## src/rtl/dcr_pkg.sv

```systemverilog
package dcr_pkg;

   localparam int INSTR_W    = 14;
   localparam int REG_ADDR_W = 7;
   localparam int DATA_W     = 8;
   localparam int PC_W       = 13;

   // field positions within the instruction word
   localparam int OPC_HI   = 13;
   localparam int OPC_LO   = 8;
   localparam int DEST_BIT = 7;
   localparam int ADDR_HI  = 6;
   localparam int ADDR_LO  = 0;
   localparam int OPC_W    = OPC_HI - OPC_LO + 1;

   localparam logic [OPC_W-1:0] DEC_OPCODE = 6'h03;
   // default for the countdown-and-skip opcode, overridable at the top
   localparam logic [OPC_W-1:0] SKIP_OPCODE_DEF = 6'h0b;

   localparam logic [PC_W-1:0]       PC_RESET   = 13'h0000;
   localparam logic [PC_W-1:0]       PC_STEP    = 13'h0001;
   localparam logic [DATA_W-1:0]     DATA_RESET = 8'h00;
   localparam logic [DATA_W-1:0]     DEC_STEP   = 8'h01;
   localparam logic [DATA_W-1:0]     DATA_ZERO  = 8'h00;
   localparam logic [INSTR_W-1:0]    INSTR_RESET = 14'h0000;
   localparam logic [REG_ADDR_W-1:0] ADDR_RESET = 7'h00;

   // four phases of one instruction cycle
   typedef enum logic [1:0] {
      PH_ONE   = 2'b00,
      PH_TWO   = 2'b01,
      PH_THREE = 2'b10,
      PH_FOUR  = 2'b11
   } dcr_phase_t;

   function automatic logic [OPC_W-1:0] dcr_opcode(
      input logic [INSTR_W-1:0] instr
   );
      return instr[OPC_HI:OPC_LO];
   endfunction

   function automatic logic dcr_is_zero(input logic [DATA_W-1:0] value);
      return value == DATA_ZERO;
   endfunction

endpackage

```

## src/rtl/dcr_phase_if.sv

```systemverilog
interface dcr_phase_if;
   import dcr_pkg::*;

   dcr_phase_t phase;

   modport gen  (output phase);
   modport core (input  phase);
endinterface

```

## src/rtl/dcr_phase.sv

```systemverilog
module dcr_phase (
   input  wire logic i_clk,
   input  wire logic i_nrst,
   dcr_phase_if.gen  ph
);
   import dcr_pkg::*;

   dcr_phase_t phase_reg;
   dcr_phase_t phase_next;

   always_comb begin
      unique case (phase_reg)
         PH_ONE:   phase_next = PH_TWO;
         PH_TWO:   phase_next = PH_THREE;
         PH_THREE: phase_next = PH_FOUR;
         PH_FOUR:  phase_next = PH_ONE;
      endcase
   end

   always_ff @(posedge i_clk or negedge i_nrst) begin
      if (!i_nrst) begin
         phase_reg <= PH_ONE;
      end else begin
         phase_reg <= phase_next;
      end
   end

   assign ph.phase = phase_reg;
endmodule

```

## src/rtl/dcr_core.sv

```systemverilog
// How it works
// - register operand is 0..127, destination select is one bit
// - decrement computes addressed register minus one, sent to destination
// - decrement updates zero flag only; other flags untouched
// - top six bits 00 0011 decode decrement; bit 7 dest; low 7 address
// - destination zero writes accumulator, source register unchanged
// - destination one writes result back into the addressed register
// - one program word, one instruction cycle
// - phases: decode, read register, process, write destination
// - countdown-skip reaching zero skips the following instruction
// - skip turns the next cycle into a no-operation cycle
module dcr_core #(
   parameter logic [dcr_pkg::OPC_W-1:0] SKIP_OPCODE = dcr_pkg::SKIP_OPCODE_DEF
) (
   input  wire logic                            i_clk,
   input  wire logic                            i_nrst,
   input  wire logic [dcr_pkg::INSTR_W-1:0]     i_instr,
   input  wire logic [dcr_pkg::DATA_W-1:0]      i_reg_rdata,
   output logic      [dcr_pkg::PC_W-1:0]        o_pc,
   output logic      [dcr_pkg::REG_ADDR_W-1:0]  o_reg_addr,
   output logic      [dcr_pkg::DATA_W-1:0]      o_reg_wdata,
   output logic                                 o_reg_we,
   output logic      [dcr_pkg::DATA_W-1:0]      o_acc,
   output logic                                 o_zero,
   output logic                                 o_nop_cycle,
   output logic                                 o_cycle_start
);
   import dcr_pkg::*;

   dcr_phase_if ph ();

   dcr_phase u_phase (
      .i_clk  (i_clk),
      .i_nrst (i_nrst),
      .ph     (ph.gen)
   );

   logic [INSTR_W-1:0]    instr_reg;
   logic [DATA_W-1:0]     data_reg;
   logic [DATA_W-1:0]     result_reg;
   logic [DATA_W-1:0]     acc_reg;
   logic                  zero_reg;
   logic [PC_W-1:0]       pc_reg;
   logic                  nop_reg;
   logic [REG_ADDR_W-1:0] addr_reg;

   logic is_dec;
   logic is_skip;
   logic dest_reg_sel;
   logic in_four;
   logic skip_taken;

   // a flushed cycle carries the skipped word but must not act on it
   assign is_dec  = !nop_reg
                    && (dcr_opcode(instr_reg) == DEC_OPCODE);
   assign is_skip = !nop_reg && (dcr_opcode(instr_reg) == SKIP_OPCODE);
   assign dest_reg_sel = instr_reg[DEST_BIT];
   assign in_four      = (ph.phase == PH_FOUR);
   assign skip_taken   = is_skip && dcr_is_zero(result_reg);

   // decode: the word at the current address is taken in phase one
   always_ff @(posedge i_clk or negedge i_nrst) begin
      if (!i_nrst) begin
         instr_reg <= INSTR_RESET;
         addr_reg  <= ADDR_RESET;
      end else if (ph.phase == PH_ONE) begin
         instr_reg <= i_instr;
         addr_reg  <= i_instr[ADDR_HI:ADDR_LO];
      end
   end

   // read: register file answers combinationally to the held address
   always_ff @(posedge i_clk or negedge i_nrst) begin
      if (!i_nrst) begin
         data_reg <= DATA_RESET;
      end else if (ph.phase == PH_TWO) begin
         data_reg <= i_reg_rdata;
      end
   end

   // process: wraps 0x00 to 0xff, as plain modulo arithmetic
   always_ff @(posedge i_clk or negedge i_nrst) begin
      if (!i_nrst) begin
         result_reg <= DATA_RESET;
      end else if (ph.phase == PH_THREE) begin
         result_reg <= data_reg - DEC_STEP;
      end
   end

   // write: accumulator destination
   always_ff @(posedge i_clk or negedge i_nrst) begin
      if (!i_nrst) begin
         acc_reg <= DATA_RESET;
      end else if (in_four && (is_dec || is_skip) && !dest_reg_sel) begin
         acc_reg <= result_reg;
      end
   end

   // zero flag follows the plain decrement only
   always_ff @(posedge i_clk or negedge i_nrst) begin
      if (!i_nrst) begin
         zero_reg <= 1'b0;
      end else if (in_four && is_dec) begin
         zero_reg <= dcr_is_zero(result_reg);
      end
   end

   // one word per instruction: the address steps once per cycle
   always_ff @(posedge i_clk or negedge i_nrst) begin
      if (!i_nrst) begin
         pc_reg <= PC_RESET;
      end else if (in_four) begin
         pc_reg <= pc_reg + PC_STEP;
      end
   end

   // skip costs a whole extra cycle rather than a fetch jump
   always_ff @(posedge i_clk or negedge i_nrst) begin
      if (!i_nrst) begin
         nop_reg <= 1'b0;
      end else if (in_four) begin
         nop_reg <= skip_taken;
      end
   end

   // register file write is a one-phase strobe
   assign o_reg_we = in_four && (is_dec || is_skip) && dest_reg_sel;
   assign o_reg_wdata   = result_reg;
   assign o_reg_addr    = addr_reg;
   assign o_acc         = acc_reg;
   assign o_zero        = zero_reg;
   assign o_pc          = pc_reg;
   assign o_nop_cycle   = nop_reg;
   assign o_cycle_start = (ph.phase == PH_ONE);
endmodule

```

## config.mk

```make
export PLATFORM = sky130hd
export DESIGN_NAME = dcr_core
export DESIGN_NICKNAME = d
export VERILOG_FILES = /design/src/rtl/dcr_pkg.sv /design/src/rtl/dcr_phase_if.sv /design/src/rtl/dcr_phase.sv /design/src/rtl/dcr_core.sv
export SDC_FILE = /design/constraint.sdc
export NUM_CORES = 1
export LEC_CHECK = 0
export ABC_CLOCK_PERIOD_IN_PS = 4660
export BUFFER_PORTS_ARGS = -buffer_cell sky130_fd_sc_hd__buf_4
export CAP_MARGIN = 40
export CORE_MARGIN = 3
export CORE_UTILIZATION = 56
export DETAILED_ROUTE_END_ITERATION = 10
export PLACE_DENSITY = 0.84
export SETUP_SLACK_MARGIN = 0.02
export SKIP_LAST_GASP = 1
export SLEW_MARGIN = 25
export SYNTH_ARGS = -nofsm -noshare
export SYNTH_HDL_FRONTEND = slang
export SYNTH_HIERARCHICAL = 1
export SYNTH_SLANG_ARGS = --single-unit
```

## constraint.sdc

```tcl
create_clock -name i_clk -period 4.66 [get_ports i_clk]
set_clock_uncertainty 0.15 [all_clocks]
set_input_delay 0.466 -clock i_clk [delete_from_list [all_inputs] [get_ports i_clk]]
set_output_delay 0.466 -clock i_clk [all_outputs]
set_load 0.05 [all_outputs]
```

==> implementation parameters <==
Parameter                              Value

Floorplan
  Height of the die ... 71.14 um
  Standard cell core area ... 4058 um^2
  Number of placement rows ... 23
  Initial core utilization ... 0.5856
  Horizontal extent of the die ... 71.14 um
  Top-Level Pins ... 64
  Total Die Area ... 5060 um^2

Critical path
  Worst Path Arrival ... 1.80 ns
  Maximum net fanout on the critical path ... 3
  WP data required ... 4.04 ns
  Worst Setup End Kind ... primary output
  Critical path class ... reg -> out
  Startpoint class of the critical path ... flop

Timing
  Setup TNS ... 0 ns
  Post-route fraction of the period consumed by the critical path ... 0.5181
  Achievable clock frequency ... 414.2 MHz
  Slew of the pin with the lowest slew margin ... 0.7357 ns
  Setup Viol. Count Final ... 0
  Final Max Slew Viols ... 0
  Final hold violations ... 0
  Normalized max-slew margin ... 0.5085
  Final min period ... 2.414 ns
  Setup repair after global routing missed its margin ... false

Route
  Final Routed Wirelength ... 4479 um
  Total vias in the final route ... 1617
  Drt first pass iters ... 5
  Routed length per instance ... 14.93 um
  Iteration-0 DRC count of the detailed router ... 30
  DR vias/cell ... 5.390
  Count of antenna-violating nets left after detailed routing ... 0
  Drc violations ... 0

Placed design
  Cell area after placement ... 2843 um^2
  Number of instances in the placed design ... 292
  Port-buffer cells ... 63
  RePlAce Congestion ... 0.7212
  DP Wirelength ... 3253 um

Layout
  Share of layout cells above drive strength 1 ... 0.4120
  Sequential cell area ... 1376 um^2
  Post-layout instance count excluding filler cells ... 300
  Synthesis-to-layout area growth ... 25.22%
  Final instance area ... 2975 um^2
  Final net count ... 277
  Largest register FFs ... 14
  Count of inserted antenna diode cells ... 0
  Number of filler cells placed in the layout ... 297
  Area used by multi-input combinational logic ... 897.1 um^2

Job
  Number of maximum-capacitance violations ... 0

Synth
  Top cell type's share of synthesized area ... 0.5793
  Dominant cell type by area after synthesis ... dfrtp_1
  Most repeated cell in the gate-level netlist after synthesis ... dfrtp_1
  Post-Syn Nets ... 219
  Number of different library cells in the post-synthesis netlist ... 30
  Most common flop cell mapped by yosys ... dfrtp_1
  FFs w/ async S/R, synth ... 1.000
  EDFF count, synth ... 0
  Cell count after synthesis ... 191
  Cells taking the most area after synthesis ... dfrtp_1, mux2_2, xor2_1
  Flip-flop and latch count after synthesis ... 55
  Synthesized area divided by synthesized cell count ... 12.44 um^2
  Register area share after synthesis ... 0.5793
  Most frequent cells after synthesis ... dfrtp_1, mux2_2, nand2_1, nor2_1, xor2_1
  Syn Std Cell Area ... 2376 um^2
  Syn. warnings ... 6

Global route
  Overflow left after global routing ... 0
  Tot GR Track Use ... 0.1905
  Antenna violations before repair ... 0
  Wire length of the first global-routing pass ... 7548 um
  Largest net degree at the start of global routing ... 56
  Vias in the first global route ... 1618

Clock network
  Count of hold buffers inserted by post-cts repair ... 0
  Library cell used as clock root buffer ... clkbuf_8
  CTS Buf Count ... 5
  Clock Pin Slew Worst Setup and Hold Paths ... 0.09 ns
  Number of buffers inserted to repair setup after CTS ... 0
  H-tree levels ... 2
  Cells resized by post-CTS repair ... 0
  Number of buffers on the longest clock path ... 2
  Clk_lat worst skew ... 0.31 ns
  Clock Sink Count ... 55
  TritonCTS clock tree ... built

Status
  Run status ... finished, final reports clean

Power
  Pwr per Cell Area ... 332.2 nW/um^2
  Leak ... 1.459 nW
  Maximum ir drop on the vdd rail ... 0.2272 mV
  Total power of the final layout ... 0.9885 mW

Min path
  Worst hold path type ... in -> async
stage by stage:
step	hold slack (ns)	util	worst slack, ns
6_report	0.04490	0.7333	2.246
5_1_grt	0.08353	0.7333	2.137
4_1_cts	0.06191	0.7333	2.239
3_5_place_dp	0.3173	0.7006	2.591
3_3_place_gp	0.3092	0.7006	2.646
2_1_floorplan	0.02041	-	2.562
final timing paths:
check / start / cells past startpoint / endpoint / slack [ns]
setup / recovery: instr_reg[10] / 4 / o_reg_we / 2.25
setup reg to reg: instr_reg[10] / 3 / o_acc[7] / 2.64
min in group i_clk: i_reg_rdata[1] / 3 / data_reg[1] / 0.21
hold / removal: i_nrst / 1 / o_pc[3] / 0.04
max in group asynchronous: i_nrst / 1 / o_reg_wdata[1] / 3.88
hold reg to reg: o_pc[12] / 1 / o_pc[12] / 0.32
cells in the final DEF, fill, tap and decap left out:
cell type  instances
or4_1              5
o31ai_1            1
clkbuf_8           5
or3_1              3
nand2b_1           3
a31oi_1            3
nand4_1            2
nand3_1            5
ha_1               4
xor2_1             8
or4b_4             1
nor3_4             1
clkbuf_1           1
bufinv_16          2
xnor2_1            6
nor4_1             3
nor2_1             9
inv_1              7
or2_1              1
nor2b_1            2
nand4b_1           1
and2_1             1
o211ai_1           1
buf_4             64
nor3_1             6
mux2_2            30
nand2_1           11
a32o_1             1
dfrtp_1           55
o21ai_0            7
nor3b_1            1
power by group:
| group | total, mW | internal (mW) | switching, mW |
|---|---|---|---|
| Combinational | 0.114 | 0.0434 | 0.0705 |
| Sequential | 0.513 | 0.496 | 0.0165 |
| Clock | 0.362 | 0.215 | 0.147 |
| Total | 0.988 | 0.754 | 0.234 |
per-layer routing:
metal,share of wire,up-vias,GRT usage
li1,-,770,-
met1,0.41,798,0.2361
met2,0.52,43,0.3234
met3,0.054,6,0.04972
met4,0.013,0,0.06681
met5,0,-,0
area by class of cell:
type | instances | share of cell area
Multi-Input combinational cell | 116 | 0.3015
Timing Repair Buffer | 64 | 0.1615
Sequential cell | 55 | 0.4626
Clock buffer | 6 | 0.02439
Inverter | 7 | 0.008831
Clock inverter | 2 | 0.02019
Tap cell | 50 | 0.02103
logic make-up (layout without fill, tap and decap cells):
kind of cell    count (synthesis)  after routing  synth area share
buf+inv                        20             79           0.04318
mux                            30             30            0.1422
simple gates                   55             55            0.1295
xor+xnor                       14             14           0.05161
flops                          55             55            0.5793
compound gates                 13             13           0.03318
fa+ha+maj                       4              4           0.02106
critical path, stage by stage (launching register included):
cell and delay, ns:
dfrtp_1 0.40, or4b_4 0.57, nor2_1 0.17, and2_1 0.15
buf_4 0.19
Power figures use the tool's default switching activity.
